$ cat config.mk
export PLATFORM = sky130hd
export DESIGN_NAME = rpg_rail_ctrl
export DESIGN_NICKNAME = d
export VERILOG_FILES = /design/src/hdl/rpg_pkg.sv /design/src/hdl/rpg_rail_ctrl.sv /design/src/hdl/rpg_sdwn_timer.sv
export VERILOG_INCLUDE_DIRS = /design/src /design/src/hdl
export SDC_FILE = /design/constraint.sdc
export NUM_CORES = 1
export LEC_CHECK = 0
export BUFFER_PORTS_ARGS = -buffer_cell sky130_fd_sc_hd__buf_2
export CORE_MARGIN = 4
export CORE_UTILIZATION = 50
export CTS_CLUSTER_DIAMETER = 200
export DETAILED_ROUTE_END_ITERATION = 10
export HOLD_SLACK_MARGIN = 0.12
export PLACE_DENSITY = 0.7
export SLEW_MARGIN = 20
export SYNTH_ARGS = -nofsm -noshare
export SYNTH_HDL_FRONTEND = slang
export SYNTH_SLANG_ARGS = --single-unit
$ cat constraint.sdc
create_clock -name clk_sys_i -period 6.73 [get_ports clk_sys_i]
set_input_delay 1.346 -clock clk_sys_i [delete_from_list [all_inputs] [get_ports clk_sys_i]]
set_output_delay 1.346 -clock clk_sys_i [all_outputs]
set_load 0.01 [all_outputs]
$ cat src/hdl/rpg_map.svh
// register offsets, field positions, reset values and timing counts
`ifndef RPG_MAP_SVH
`define RPG_MAP_SVH
`define RPG_OFS_PIN_MASK      8'hac
`define RPG_OFS_TERM_DISCH    8'had
`define RPG_OFS_AUX_CTRL      8'hae
`define RPG_OFS_GOOD_LOW      8'hb0
`define RPG_TERM_DISCH_BIT    4
`define RPG_AUX_DISCH_HI      7
`define RPG_AUX_DISCH_LO      6
`define RPG_AUX_SDWN_BIT      5
`define RPG_AUX_VID_HI        4
`define RPG_AUX_VID_LO        1
`define RPG_AUX_EN_BIT        0
`define RPG_GOOD_RESET        8'h00
`define RPG_CLK_MHZ           100
`define RPG_SDWN_1MS_US       1000
`define RPG_SDWN_5MS_US       5000
`define RPG_SDWN_10MS_US      10000
`define RPG_SDWN_100MS_US     100000
`define RPG_US_TO_CYC(us)     ((us) * `RPG_CLK_MHZ)
`endif

$ cat src/hdl/rpg_pkg.sv
// types shared by the rail mask and auxiliary rail control block
package rpg_pkg;
   // register write/read port of the serial register interface
   typedef struct packed {
      logic       wr;
      logic       rd;
      logic [7:0] addr;
      logic [7:0] wdata;
   } rpg_req_t;
   // aux rail controls as driven to the analog side
   typedef struct packed {
      logic [1:0] disch_sel;
      logic       sdwn_ignore;
      logic [3:0] vcode;
      logic       enable;
   } rpg_aux_t;
   // shutdown timer states, gray along idle-run-hold
   typedef enum logic [1:0] {
      RPG_ST_IDLE = 2'b00,
      RPG_ST_RUN  = 2'b01,
      RPG_ST_HOLD = 2'b11
   } rpg_sdwn_st_t;
endpackage : rpg_pkg

$ cat src/hdl/rpg_rail_ctrl.sv
// register bank: pin masks, discharge, aux rail control, good status
`timescale 1ns/1ps
`default_nettype none
`include "rpg_map.svh"
// Operation
// - output 3 masks sleep inputs 6, 3
// - output 2 masks sleep inputs 6, 3
// - output 4 masks sleep inputs 6, 3
// - output 1 masks sleep inputs 6, 3
// - aux discharge code: none/100/200/500 ohm
// - shutdown config 0: rail off for timed duration
// - shutdown config 1: ignore shutdown, follow enable
// - stored config selects regulator or switch B2
// - four-bit code sets aux regulator voltage
// - enable bit turns selected aux rail on
// - status shows eight rails in regulation
// - status resets zero, writes ignored
module rpg_rail_ctrl #(
   parameter int unsigned CYC_1MS   = `RPG_US_TO_CYC(`RPG_SDWN_1MS_US),
   parameter int unsigned CYC_5MS   = `RPG_US_TO_CYC(`RPG_SDWN_5MS_US),
   parameter int unsigned CYC_10MS  = `RPG_US_TO_CYC(`RPG_SDWN_10MS_US),
   parameter int unsigned CYC_100MS = `RPG_US_TO_CYC(`RPG_SDWN_100MS_US)
) (
   input  wire logic             clk_sys_i,      // system clock 100 MHz
   input  wire logic             rstn_i,         // async reset, low active
   input  wire logic             ce_i,           // clock enable, freezes all
   input  wire rpg_pkg::rpg_req_t req_i,         // register access request
   output var  logic [7:0]       rdata_o,        // read data, next cycle
   input  wire logic [7:0]       otp_mask_i,     // stored pin mask image
   input  wire logic [7:0]       otp_term_i,     // stored discharge image
   input  wire logic [7:0]       otp_aux_i,      // stored aux control image
   input  wire logic             otp_use_sw_b2_i,// stored: act on switch B2
   input  wire logic [1:0]       otp_sdwn_dur_i, // stored: off-time select
   input  wire logic             sleep3_i,       // sleep control input 3
   input  wire logic             sleep6_i,       // sleep control input 6
   input  wire logic [3:0]       tree_good_i,    // other tree members good
   input  wire logic [7:0]       rail_good_i,    // eight rail good levels
   input  wire logic             emerg_sdwn_i,   // emergency shutdown pulse
   output var  logic [3:0]       out_good_o,     // outputs 1..4 good
   output var  logic             term_disch_o,   // termination discharge on
   output var  rpg_pkg::rpg_aux_t aux_o,         // aux regulator controls
   output var  logic             sw_b2_en_o      // load switch B2 enable
);
   import rpg_pkg::*;

   typedef struct packed {
      logic       loaded;
      logic [7:0] mask;
      logic [7:0] term;
      logic [7:0] aux;
      logic [7:0] good;
      logic [7:0] rdata;
      logic [3:0] out_good;
      logic       term_disch;
      rpg_aux_t   aux_out;
      logic       sw_b2_en;
   } rpg_state_t;
   rpg_state_t s, next_s;
   logic       sdwn_off;
   logic       rail_on;

   // good when the input is good or masked out of the tree
   function automatic logic tree_ok(input logic mem_good,
                                    input logic s6, input logic m6,
                                    input logic s3, input logic m3);
      tree_ok = mem_good & (s6 | m6) & (s3 | m3);
   endfunction : tree_ok

   // shutdown off-time, bypassed entirely when configured to ignore
   rpg_sdwn_timer #(
      .CYC_1MS   (CYC_1MS),
      .CYC_5MS   (CYC_5MS),
      .CYC_10MS  (CYC_10MS),
      .CYC_100MS (CYC_100MS)
   ) u_sdwn (
      .clk_sys_i (clk_sys_i),
      .rstn_i    (rstn_i),
      .ce_i      (ce_i),
      .start_i   (emerg_sdwn_i & ~s.aux[`RPG_AUX_SDWN_BIT]),
      .dur_sel_i (otp_sdwn_dur_i),
      .off_o     (sdwn_off)
   );

   // ignore-config follows only the enable bit
   assign rail_on = s.aux[`RPG_AUX_EN_BIT] &
                    (s.aux[`RPG_AUX_SDWN_BIT] | ~sdwn_off);

   // register writes, status capture and output drive
   always_comb begin
      next_s = s;
      if (!s.loaded) begin
         // no fixed reset value: images come from stored config
         next_s.mask   = otp_mask_i;
         next_s.term   = otp_term_i;
         next_s.aux    = otp_aux_i;
         next_s.loaded = 1'b1;
      end else if (req_i.wr) begin
         // reserved bits stored as written; host keeps them matched
         if (req_i.addr == `RPG_OFS_PIN_MASK) begin
            next_s.mask = req_i.wdata;
         end else if (req_i.addr == `RPG_OFS_TERM_DISCH) begin
            next_s.term = req_i.wdata;
         end else if (req_i.addr == `RPG_OFS_AUX_CTRL) begin
            next_s.aux = req_i.wdata;
         end
         // status offset is read-only: write dropped
      end
      next_s.good = rail_good_i;
      next_s.rdata = 8'h00;
      if (req_i.rd) begin
         if (req_i.addr == `RPG_OFS_PIN_MASK) begin
            next_s.rdata = s.mask;
         end else if (req_i.addr == `RPG_OFS_TERM_DISCH) begin
            next_s.rdata = s.term;
         end else if (req_i.addr == `RPG_OFS_AUX_CTRL) begin
            next_s.rdata = s.aux;
         end else if (req_i.addr == `RPG_OFS_GOOD_LOW) begin
            next_s.rdata = s.good;
         end
      end
      // mask bit order: out3 7:6, out2 5:4, out4 3:2, out1 1:0
      next_s.out_good[2] = tree_ok(tree_good_i[2], sleep6_i, s.mask[7],
                                   sleep3_i, s.mask[6]);
      next_s.out_good[1] = tree_ok(tree_good_i[1], sleep6_i, s.mask[5],
                                   sleep3_i, s.mask[4]);
      next_s.out_good[3] = tree_ok(tree_good_i[3], sleep6_i, s.mask[3],
                                   sleep3_i, s.mask[2]);
      next_s.out_good[0] = tree_ok(tree_good_i[0], sleep6_i, s.mask[1],
                                   sleep3_i, s.mask[0]);
      next_s.term_disch = s.term[`RPG_TERM_DISCH_BIT];
      next_s.aux_out.disch_sel =
         s.aux[`RPG_AUX_DISCH_HI:`RPG_AUX_DISCH_LO];
      next_s.aux_out.sdwn_ignore = s.aux[`RPG_AUX_SDWN_BIT];
      next_s.aux_out.vcode = s.aux[`RPG_AUX_VID_HI:`RPG_AUX_VID_LO];
      // the shared controls steer one rail only, chosen by config
      next_s.aux_out.enable = rail_on & ~otp_use_sw_b2_i;
      next_s.sw_b2_en       = rail_on & otp_use_sw_b2_i;
   end

   // single state register, frozen while clock enable is low
   always_ff @(posedge clk_sys_i or negedge rstn_i) begin
      if (!rstn_i) begin
         s <= '0;
         s.good <= `RPG_GOOD_RESET;
      end else if (ce_i) begin
         s <= next_s;
      end
   end

   assign rdata_o      = s.rdata;
   assign out_good_o   = s.out_good;
   assign term_disch_o = s.term_disch;
   assign aux_o        = s.aux_out;
   assign sw_b2_en_o   = s.sw_b2_en;

   // output 3 tree follows its sleep 6 mask bit
   property p_out3_mask;
      @(posedge clk_sys_i) disable iff (!rstn_i)
      (ce_i && s.loaded && !sleep6_i && !s.mask[7])
         |=> !out_good_o[2];
   endproperty
   a_out3_mask: assert property (p_out3_mask)
      else $error("out3 good with sleep6 low unmasked");

   property p_out2_mask;
      @(posedge clk_sys_i) disable iff (!rstn_i)
      (ce_i && s.loaded && !sleep3_i && !s.mask[4])
         |=> !out_good_o[1];
   endproperty
   a_out2_mask: assert property (p_out2_mask)
      else $error("out2 good with sleep3 low unmasked");

   property p_out4_mask;
      @(posedge clk_sys_i) disable iff (!rstn_i)
      (ce_i && s.loaded && tree_good_i[3] && s.mask[3:2] == 2'h3)
         |=> out_good_o[3];
   endproperty
   a_out4_mask: assert property (p_out4_mask)
      else $error("out4 not good with both sleep inputs masked");

   property p_out1_mask;
      @(posedge clk_sys_i) disable iff (!rstn_i)
      (ce_i && s.loaded && !sleep6_i && !s.mask[1])
         |=> !out_good_o[0];
   endproperty
   a_out1_mask: assert property (p_out1_mask)
      else $error("out1 good with sleep6 low unmasked");

   property p_status_ro;
      @(posedge clk_sys_i) disable iff (!rstn_i)
      (ce_i && req_i.wr && req_i.addr == `RPG_OFS_GOOD_LOW)
         |=> (s.good == $past(rail_good_i));
   endproperty
   a_status_ro: assert property (p_status_ro)
      else $error("status changed by a write");

   property p_ignore_sdwn;
      @(posedge clk_sys_i) disable iff (!rstn_i)
      (ce_i && s.aux[`RPG_AUX_SDWN_BIT] && s.aux[`RPG_AUX_EN_BIT]
         && $past(ce_i))
         |=> (aux_o.enable | sw_b2_en_o);
   endproperty
   a_ignore_sdwn: assert property (p_ignore_sdwn)
      else $error("ignore-config rail not on");

   property p_one_rail;
      @(posedge clk_sys_i) disable iff (!rstn_i)
      !(aux_o.enable && sw_b2_en_o);
   endproperty
   a_one_rail: assert property (p_one_rail)
      else $error("both aux rail targets enabled");

   property p_vcode;
      @(posedge clk_sys_i) disable iff (!rstn_i)
      (ce_i && req_i.wr && s.loaded && req_i.addr == `RPG_OFS_AUX_CTRL)
         ##1 ce_i |=> aux_o.vcode == $past(req_i.wdata[4:1], 2);
   endproperty
   a_vcode: assert property (p_vcode)
      else $error("voltage code did not follow write");

   // the second sleep input of outputs 3, 2 and 1, and sleep 6 of output 4, checked on its own
   property p_out3_sleep3;
      @(posedge clk_sys_i) disable iff (!rstn_i)
      (ce_i && s.loaded && !sleep3_i && !s.mask[6])
         |=> !out_good_o[2];
   endproperty
   a_out3_sleep3: assert property (p_out3_sleep3)
      else $error("out3 good with sleep3 low unmasked");

   property p_out2_sleep6;
      @(posedge clk_sys_i) disable iff (!rstn_i)
      (ce_i && s.loaded && !sleep6_i && !s.mask[5])
         |=> !out_good_o[1];
   endproperty
   a_out2_sleep6: assert property (p_out2_sleep6)
      else $error("out2 good with sleep6 low unmasked");

   property p_out4_sleep6;
      @(posedge clk_sys_i) disable iff (!rstn_i)
      (ce_i && s.loaded && !sleep6_i && !s.mask[3])
         |=> !out_good_o[3];
   endproperty
   a_out4_sleep6: assert property (p_out4_sleep6)
      else $error("out4 good with sleep6 low unmasked");

   property p_out1_sleep3;
      @(posedge clk_sys_i) disable iff (!rstn_i)
      (ce_i && s.loaded && !sleep3_i && !s.mask[0])
         |=> !out_good_o[0];
   endproperty
   a_out1_sleep3: assert property (p_out1_sleep3)
      else $error("out1 good with sleep3 low unmasked");

   // a failing tree member pulls its output low whatever the masks
   property p_member_bad;
      @(posedge clk_sys_i) disable iff (!rstn_i)
      (ce_i && s.loaded && tree_good_i != 4'hf)
         |=> (out_good_o & ~$past(tree_good_i)) == 4'h0;
   endproperty
   a_member_bad: assert property (p_member_bad)
      else $error("output good with a failing tree member");

   // with every sleep input masked only the members count
   property p_all_masked;
      @(posedge clk_sys_i) disable iff (!rstn_i)
      (ce_i && s.loaded && s.mask == 8'hff)
         |=> out_good_o == $past(tree_good_i);
   endproperty
   a_all_masked: assert property (p_all_masked)
      else $error("masked sleep input still affects an output");

   property p_term_disch;
      @(posedge clk_sys_i) disable iff (!rstn_i)
      ce_i |=> term_disch_o == $past(s.term[`RPG_TERM_DISCH_BIT]);
   endproperty
   a_term_disch: assert property (p_term_disch)
      else $error("termination discharge does not follow its bit");

   property p_aux_disch;
      @(posedge clk_sys_i) disable iff (!rstn_i)
      ce_i |=> aux_o.disch_sel
         == $past(s.aux[`RPG_AUX_DISCH_HI:`RPG_AUX_DISCH_LO]);
   endproperty
   a_aux_disch: assert property (p_aux_disch)
      else $error("aux discharge code does not follow its field");

   // a running off time holds the selected rail low
   property p_sdwn_off;
      @(posedge clk_sys_i) disable iff (!rstn_i)
      (ce_i && !s.aux[`RPG_AUX_SDWN_BIT] && sdwn_off)
         |=> !aux_o.enable && !sw_b2_en_o;
   endproperty
   a_sdwn_off: assert property (p_sdwn_off)
      else $error("aux rail on during shutdown off time");

   property p_rail_target;
      @(posedge clk_sys_i) disable iff (!rstn_i)
      ce_i |=> ($past(otp_use_sw_b2_i) ? !aux_o.enable : !sw_b2_en_o);
   endproperty
   a_rail_target: assert property (p_rail_target)
      else $error("enable steered to the unselected rail");

   property p_rail_disable;
      @(posedge clk_sys_i) disable iff (!rstn_i)
      (ce_i && !s.aux[`RPG_AUX_EN_BIT])
         |=> !aux_o.enable && !sw_b2_en_o;
   endproperty
   a_rail_disable: assert property (p_rail_disable)
      else $error("aux rail on with enable bit clear");

   property p_good_read;
      @(posedge clk_sys_i) disable iff (!rstn_i)
      (ce_i && req_i.rd && req_i.addr == `RPG_OFS_GOOD_LOW)
         |=> rdata_o == $past(s.good);
   endproperty
   a_good_read: assert property (p_good_read)
      else $error("status read does not return captured status");

   // first enabled edge after reset copies every stored image
   property p_load;
      @(posedge clk_sys_i) disable iff (!rstn_i)
      (ce_i && !s.loaded)
         |=> {s.mask, s.term, s.aux}
            == $past({otp_mask_i, otp_term_i, otp_aux_i});
   endproperty
   a_load: assert property (p_load)
      else $error("stored images not loaded after reset");
endmodule : rpg_rail_ctrl
`default_nettype wire

$ cat src/hdl/rpg_sdwn_timer.sv
// emergency shutdown off-time timer for the auxiliary rail
`timescale 1ns/1ps
`default_nettype none
`include "rpg_map.svh"
module rpg_sdwn_timer #(
   parameter int unsigned CYC_1MS   = `RPG_US_TO_CYC(`RPG_SDWN_1MS_US),
   parameter int unsigned CYC_5MS   = `RPG_US_TO_CYC(`RPG_SDWN_5MS_US),
   parameter int unsigned CYC_10MS  = `RPG_US_TO_CYC(`RPG_SDWN_10MS_US),
   parameter int unsigned CYC_100MS = `RPG_US_TO_CYC(`RPG_SDWN_100MS_US)
) (
   input  wire logic       clk_sys_i,   // system clock
   input  wire logic       rstn_i,      // async reset, low active
   input  wire logic       ce_i,        // clock enable
   input  wire logic       start_i,     // shutdown event pulse
   input  wire logic [1:0] dur_sel_i,   // factory duration select
   output var  logic       off_o        // rail forced off
);
   import rpg_pkg::*;
   typedef struct packed {
      rpg_sdwn_st_t st;
      logic [23:0]  cnt;
      logic         off;
   } rpg_tmr_state_t;
   rpg_tmr_state_t s, next_s;

   // duration table, cycles at the system clock
   function automatic logic [23:0] dur_cyc(input logic [1:0] sel);
      case (sel)
         2'h0:    dur_cyc = 24'(CYC_1MS);
         2'h1:    dur_cyc = 24'(CYC_5MS);
         2'h2:    dur_cyc = 24'(CYC_10MS);
         default: dur_cyc = 24'(CYC_100MS);
      endcase
   endfunction : dur_cyc

   // a new event while running restarts the full off time
   always_comb begin
      next_s = s;
      case (s.st)
         RPG_ST_IDLE: begin
            if (start_i) begin
               next_s.st  = RPG_ST_RUN;
               next_s.cnt = dur_cyc(dur_sel_i) - 24'h000001;
               next_s.off = 1'b1;
            end
         end
         RPG_ST_RUN: begin
            if (start_i) begin
               next_s.cnt = dur_cyc(dur_sel_i) - 24'h000001;
            end else if (s.cnt == 24'h000000) begin
               next_s.st  = RPG_ST_HOLD;
               next_s.off = 1'b0;
            end else begin
               next_s.cnt = s.cnt - 24'h000001;
            end
         end
         RPG_ST_HOLD: begin
            // an event in the release cycle must not be lost
            next_s.st = RPG_ST_IDLE;
            if (start_i) begin
               next_s.st  = RPG_ST_RUN;
               next_s.cnt = dur_cyc(dur_sel_i) - 24'h000001;
               next_s.off = 1'b1;
            end
         end
         default: begin
            next_s.st = RPG_ST_IDLE;
         end
      endcase
   end

   always_ff @(posedge clk_sys_i or negedge rstn_i) begin
      if (!rstn_i) begin
         s <= '{st: RPG_ST_IDLE, cnt: 24'h000000, off: 1'b0};
      end else if (ce_i) begin
         s <= next_s;
      end
   end

   assign off_o = s.off;
endmodule : rpg_sdwn_timer
`default_nettype wire

==> summary.txt, run 1 <==
Power and ir drop
  • Power density over the cells: 224 nW/um^2
  • Clock network power share: 0.300
  • Logic pwr share: 0.181
  • Leakage: 2.51 nW
  • Cell Int Power: 0.834 mW
  • Sequential power share: 0.519
  • Max VDD drop: 0.000152 V
  • Total power: 1.20 mW
  • Sw frac: 0.306
  • P_sw: 0.367 mW

Critical path
  • Crit-path max FO: 19
  • Req. time, crit path: 6.96 ns
  • Type of destination of the critical path: flip-flop
  • Crit path from: req_i[14]
  • Setup CP Type: in -> reg
  • Worst Path Arrival: 3.58 ns
  • Critical Path Start Type: input pin
  • CP Capture Point: next_s[7]$_DFFE_PN0P_
  • R2R cell count: 5
  • RR Endpoint: u_sdwn.s[8]$_DFFE_PN0P_
  • Reg-to-Reg Start: u_sdwn.s[7]$_DFFE_PN0P_
  • FF-to-FF setup slack: 3.84 ns

Yosys
  • Mapped Avg Cell Area: 9.47 sq um
  • Syn_nets: 581
  • Area share of the largest cell type after synthesis: 0.426
  • Number of flops mapped to enable cells by yosys: 0
  • Yosys warning total: 0
  • Most used DFF post-synth: dfrtp_1
  • Seq/Total Area, Yosys: 0.426
  • Yosys reg bits: 82
  • Synth Instances: 508
  • Post-Syn Area: 4810 sq um
  • Synth top area cells: dfrtp_1 (43%), mux2_2 (9.6%), o21ai_0 (6.3%)
  • Post-synth ARST share: 1.00
  • Leading area contributor after synthesis: dfrtp_1
  • Synth cell types: 55

STA
  • Unrepaired setup endpoints after global routing: false
  • Final setup skew: 0.0120 ns
  • Worst Max-Slew Pin Slew: 0.931 ns
  • Slew HR: 0.379
  • Period utilisation layout: 0.497
  • Fin Setup TNS: 0 ns
  • Max Slew Vio Count: 0
  • Fin. Hold Viols: 0
  • Final worst slack: 3.38 ns
  • Fmax: 299 MHz
  • Hold Slack: 0.504 ns
  • Minimum clock period after layout: 3.35 ns
  • Final setup violation count: 0

GRT
  • GRT Residual Overflow: 0
  • Vias in the first global route: 3873
  • Initial antenna violation count: 0
  • First-pass GRT wire length: 19700 um
  • All-Layer GR Usage: 0.217
  • Largest net degree at the start of global routing: 83

Route
  • DRC: 0
  • Avg Vias per Cell: 5.78
  • Drt wl/cell: 17.3 um
  • WL final: 12000 um
  • DR iter-0 viols: 350
  • First-pass DRT Iterations: 5
  • Via count: 4009
  • Antenna-violating nets left: 0

Clock tree
  • # hold bufs at CTS: 0
  • Skew-Pair Late Insertion Delay: 0.35 ns
  • Clk sinks: 82
  • CTS HTree Levels: 3
  • Maximum clock path buffer count: 2
  • Clock Pin Slew Worst Setup and Hold Paths: 0.09 ns
  • Post-cts resize count: 0
  • CTS tree: built
  • Root Driver: clkbuf_8
  • Inserted Clock Buffers: 9
  • Post-CTS setup buffer count: 0

Run status
  • Status: finished, final reports clean

Layout
  • Ant diodes: 0
  • NumNets Final: 633
  • Commonest non-fill, non-tap cells in the layout: buf_2 (83), dfrtp_1 (82), o21ai_0 (61)
  • Layout area overhead: 11.3%
  • Final Util: 0.577
  • Fill cells: 851
  • Share of layout cells above drive strength 1: 0.312
  • Commonest non-fill, non-tap cell in the layout: buf_2

Floorplan
  • Die Wd: 106 um
  • Number of core rows: 35
  • Core Box Area: 9280 sq um
  • Die Ht: 106 um
  • IO Pins: 85
  • Starting Density: 0.518
  • Die area: 11300 sq um

Place
  • IO Port Bufs: 84
  • Worst slack, placed: 3.04 ns
  • RD Place Congestion: 0.936
  • Final HPWL DP: 8760 um

Job
  • Maxcap violations: 0

Worst hold path
  • Worst Hold Class: reg -> reg
cell usage after synthesis (4+ instances only):
master / count
o31ai_1: 5
ha_1: 10
nand2_1: 32
mux2_2: 41
nor2_1: 24
a31o_2: 12
dfrtp_1: 82
clkbuf_1: 20
a22o_1: 6
o32ai_1: 4
nor3_1: 6
nor4_1: 8
a22oi_1: 9
or4_4: 5
a2bb2oi_1: 5
a21oi_1: 9
o21ai_0: 61
inv_1: 55
a32oi_1: 4
o22a_1: 4
nand3_1: 7
buf_4: 20
and3_1: 6
o2bb2ai_1: 6
o22ai_1: 14
sequential cells by signal, indices dropped and copies added, names as in the netlist:
name and count:
u_sdwn.s 26, next_s 8, rdata_o 8, u_sdwn.off_o 1, out_good_o 4, term_disch_o 1
s 25, aux_o 8, sw_b2_en_o 1
cells by family after synthesis:
family,synth area share
AO/OA/AOI/OAI,0.213
adder cells (fa/ha/maj),0.0260
buffers and inverters,0.0975
flip-flops,0.426
multiplexers,0.0959
AND/OR/NAND/NOR,0.141
worst min-delay path by stage:
stage	to	depth (start not counted)	start	slack [ns]
floorplan	u_sdwn.off_o$_DFFE_PN0P_	1	u_sdwn.off_o$_DFFE_PN0P_	0.47
global placement	u_sdwn.off_o$_DFFE_PN0P_	1	u_sdwn.off_o$_DFFE_PN0P_	0.48
detailed placement	u_sdwn.off_o$_DFFE_PN0P_	1	u_sdwn.off_o$_DFFE_PN0P_	0.49
CTS	u_sdwn.off_o$_DFFE_PN0P_	1	u_sdwn.off_o$_DFFE_PN0P_	0.51
global route	s[41]$_DFFE_PN0P_	1	s[41]$_DFFE_PN0P_	0.52
finish	u_sdwn.off_o$_DFFE_PN0P_	1	u_sdwn.off_o$_DFFE_PN0P_	0.50
worst max-delay path: stages:
cell      delay (ns)
buf_2           0.09
nand3b_1        0.24
or4_1           0.81
and3_1          0.31
o21ai_2         0.38
mux2_2          0.40
layout make-up:
class / count / area (sq um) / share of cell area
clock inverters: 7 / 77.6 / 0.0145
repair buffers: 86 / 442 / 0.0825
clock buffers: 9 / 124 / 0.0231
flip-flops and latches: 82 / 2050 / 0.383
inverters: 55 / 206 / 0.0386
multi-input cells: 326 / 2290 / 0.428
well taps: 129 / 161 / 0.0301
through the flow:
step                      cell area [sq um]  instances
after floorplan                        4810        508
after global placement                 5150        678
after detailed placement               5150        678
after CTS                              5350        694
after global routing                   5350        694
final                                  5350        694
metal layers:
layer	global-route usage	wire length, um	up-vias	share of wire
met3	0.0407	876	18	0.073
li1	-	-	1925	-
met4	0.0574	156	0	0.013
met5	0	0	-	0
met2	0.314	5290	164	0.44
met1	0.332	5720	1902	0.48
power groups by stage:
stage	clock network (mW)	registers, mW	logic [mW]
6_report	0.360	0.624	0.217
4_1_cts	0.368	0.622	0.217
3_3_place_gp	0	0.628	0.210
3_5_place_dp	0	0.630	0.216
5_1_grt	0.386	0.633	0.243
2_1_floorplan	0	0.608	0.165
No activity file was read; power rests on OpenSTA's default activity.
==> run 2: changes to the inputs <==
--- a/config.mk
+++ b/config.mk
@@ -12,7 +12,7 @@
 export CTS_CLUSTER_DIAMETER = 200
 export DETAILED_ROUTE_END_ITERATION = 10
 export HOLD_SLACK_MARGIN = 0.12
-export PLACE_DENSITY = 0.7
+export PLACE_DENSITY = 0.72
 export SLEW_MARGIN = 20
 export SYNTH_ARGS = -nofsm -noshare
 export SYNTH_HDL_FRONTEND = slang
==> constraint.sdc (replaced) <==
create_clock -name clk_sys_i -period 2.9 [get_ports clk_sys_i]
set_input_delay 0.58 -clock clk_sys_i [delete_from_list [all_inputs] [get_ports clk_sys_i]]
set_output_delay 0.58 -clock clk_sys_i [all_outputs]
set_load 0.01 [all_outputs]
==> run 2 against run 1 <==
  * Design area increased by 2.3%
  * Non-clock buffer count rose by 14
  * Hold slack worse by 0.26 ns
  * Clock-buffer cell count is 1 higher
  * Global-route usage is 0.64 points higher
  * Sequential share of layout area decreased by 0.88 points
  * Die area is the same
  * Clock skew fell by 0.0011 ns
  * Total power is 140% higher
  * Combinational power is 150% higher
  * Register-to-register slack worse by 3.4 ns
  * Core utilization up 1.3 points
  * Largest cell class unchanged
==> summary.txt, run 2 (synthesized netlist as in run 1, its figures left out) <==
Run status
  • Status: finished, final reports clean

Place
  • RD Place Congestion: 0.946 (+1.1%)
  • Placed Instance Area: 5270 sq um (+2.3%)
  • IO Port Bufs: 84 (unchanged)
  • Final HPWL DP: 9270 um (+5.8%)
  • Post-Place Cells: 692 (+2.1%)
  • Worst slack, placed: 0.311 ns (-2.73 ns)

Clock tree
  • Root Driver: clkbuf_8
  • Maximum clock path buffer count: 2 (unchanged)
  • CTS tree: built
  • Post-CTS setup buffer count: 0 (unchanged)
  • Clk sinks: 82 (unchanged)
  • Skew-Pair Late Insertion Delay: 0.35 ns (about the same)
  • Post-cts resize count: 0 (unchanged)
  • Clock Pin Slew Worst Setup and Hold Paths: 0.09 ns (about the same)
  • CTS HTree Levels: 3 (unchanged)
  • Inserted Clock Buffers: 9 (unchanged)
  • # hold bufs at CTS: 0 (unchanged)

GRT
  • Vias in the first global route: 3965 (+2.4%)
  • GRT Residual Overflow: 0 (unchanged)
  • Initial antenna violation count: 0 (unchanged)
  • All-Layer GR Usage: 0.223 (+0.00636)
  • Largest net degree at the start of global routing: 49 (-41%)
  • First-pass GRT wire length: 20200 um (+2.4%)

Critical path
  • Worst Path Arrival: 2.77 ns (-0.81 ns)
  • CP cell instances: or4_4, or4_4, o31ai_2, o21ai_1, a32oi_1
  • Slowest cell delay on critical path: 0.58 ns (-0.23 ns)
  • FF-to-FF setup slack: 0.39 ns (-3.45 ns)
  • Crit path max-delay cell type: or4_4
  • Req. time, crit path: 3.16 ns (-3.80 ns)
  • Critical Path Start Type: flip-flop
  • Setup CP Type: reg -> reg
  • Crit-path max FO: 5 (-14)
  • Most frequent CP cell: or4_4
  • Type of destination of the critical path: flip-flop

Route
  • Avg Vias per Cell: 5.81 (+0.54%)
  • DR iter-0 viols: 329 (-6.0%)
  • Via count: 4112 (+2.6%)
  • First-pass DRT Iterations: 5 (unchanged)
  • Antenna-violating nets left: 0 (unchanged)
  • DRC: 0 (unchanged)
  • Drt wl/cell: 17.4 um (+0.38%)
  • WL final: 12300 um (+2.4%)

Worst hold path
  • Worst Hold Class: in -> async

Layout
  • Fin cells: 708 (+2.0%)
  • Top Registers: u_sdwn.s: 26 flops, s: 25 flops
  • Final Util: 0.590 (+0.0135)
  • Ant diodes: 0 (unchanged)
  • Design Area, Final: 5480 sq um (+2.3%)
  • Number of flip-flops in the largest register: 26 (unchanged)
  • Commonest non-fill, non-tap cell in the layout: buf_2
  • Seq. cell area: 2050 sq um (unchanged)
  • Fill cells: 829 (-2.6%)
  • Largest Register: u_sdwn.s
  • Area of the multi-input gates: 2290 sq um (unchanged)
  • Layout area overhead: 13.9%
  • Commonest non-fill, non-tap cells in the layout: buf_2 (83), dfrtp_1 (82), o21ai_0 (61)
  • Share of layout cells above drive strength 1: 0.328 (+0.0166)
  • NumNets Final: 647 (+2.2%)

Floorplan
  • Die area: 11300 sq um (unchanged)
  • Core Box Area: 9280 sq um (unchanged)
  • Number of core rows: 35 (unchanged)
  • Starting Density: 0.518 (unchanged)
  • Die Ht: 106 um (unchanged)
  • Die Wd: 106 um (unchanged)
  • IO Pins: 85 (unchanged)

STA
  • Max Slew Vio Count: 0 (unchanged)
  • Fin. Hold Viols: 0 (unchanged)
  • Final setup skew: 0.0109 ns (-0.00106 ns)
  • Minimum clock period after layout: 2.51 ns
  • Fin Setup TNS: 0 ns (unchanged)
  • Final setup violation count: 0 (unchanged)
  • Worst Max-Slew Pin Slew: 0.893 ns (-0.0389 ns)
  • Hold Slack: 0.244 ns (-0.259 ns)
  • Slew HR: 0.405 (+0.0260)
  • Final worst slack: 0.392 ns (-2.99 ns)
  • Unrepaired setup endpoints after global routing: false
  • Fmax: 399 MHz
  • Period utilisation layout: 0.865

Power and ir drop
  • Power density over the cells: 520 nW/um^2 (+130%)
  • Max VDD drop: 0.000297 V (+95%)
  • Total power: 2.85 mW (+140%)
  • Leakage: 2.59 nW (+3.1%)

Job
  • Maxcap violations: 0 (unchanged)
## run 2: cell type report
type | instances | share of cell area
multi-input cells | 326 | 0.418
flip-flops and latches | 82 | 0.375
repair buffers | 100 | 0.101
inverters | 55 | 0.0377
well taps | 129 | 0.0295
clock buffers | 10 | 0.0251
clock inverters | 6 | 0.0137
## run 2: worst max-delay path: cells and delay by family, from the launching register on
family           cells  cell delay, ns
AND/OR/NAND/NOR      2            1.15
AO/OA/AOI/OAI        3            0.84
flip-flops           1            0.42
## run 2: final timing paths
kind,from,cells after the start,end
hold reg to reg,aux_o[6]$_DFFE_PN0P_,1,aux_o[6]$_DFFE_PN0P_
hold / removal,rstn_i,1,u_sdwn.s[8]$_DFFE_PN0P_
max in group asynchronous,rstn_i,2,next_s[3]$_DFFE_PN0P_
setup / recovery,u_sdwn.s[19]$_DFFE_PN0P_,5,u_sdwn.s[21]$_DFFE_PN0P_
min in group clk_sys_i,tree_good_i[3],3,out_good_o[3]$_DFFE_PN0P_
setup reg to reg,u_sdwn.s[19]$_DFFE_PN0P_,5,u_sdwn.s[21]$_DFFE_PN0P_
## run 2: routing by layer
layer / track usage / vias up / routed length (um)
li1: - / 1938 / -
met1: 0.343 / 1982 / 5870
met2: 0.323 / 172 / 5420
met3: 0.0370 / 20 / 880
met4: 0.0620 / 0 / 165
met5: 0 / - / 0
## run 2: power breakdown
group,switching [mW],internal [mW]
combinational,0.280,0.254
clock,0.442,0.432
sequential,0.148,1.29
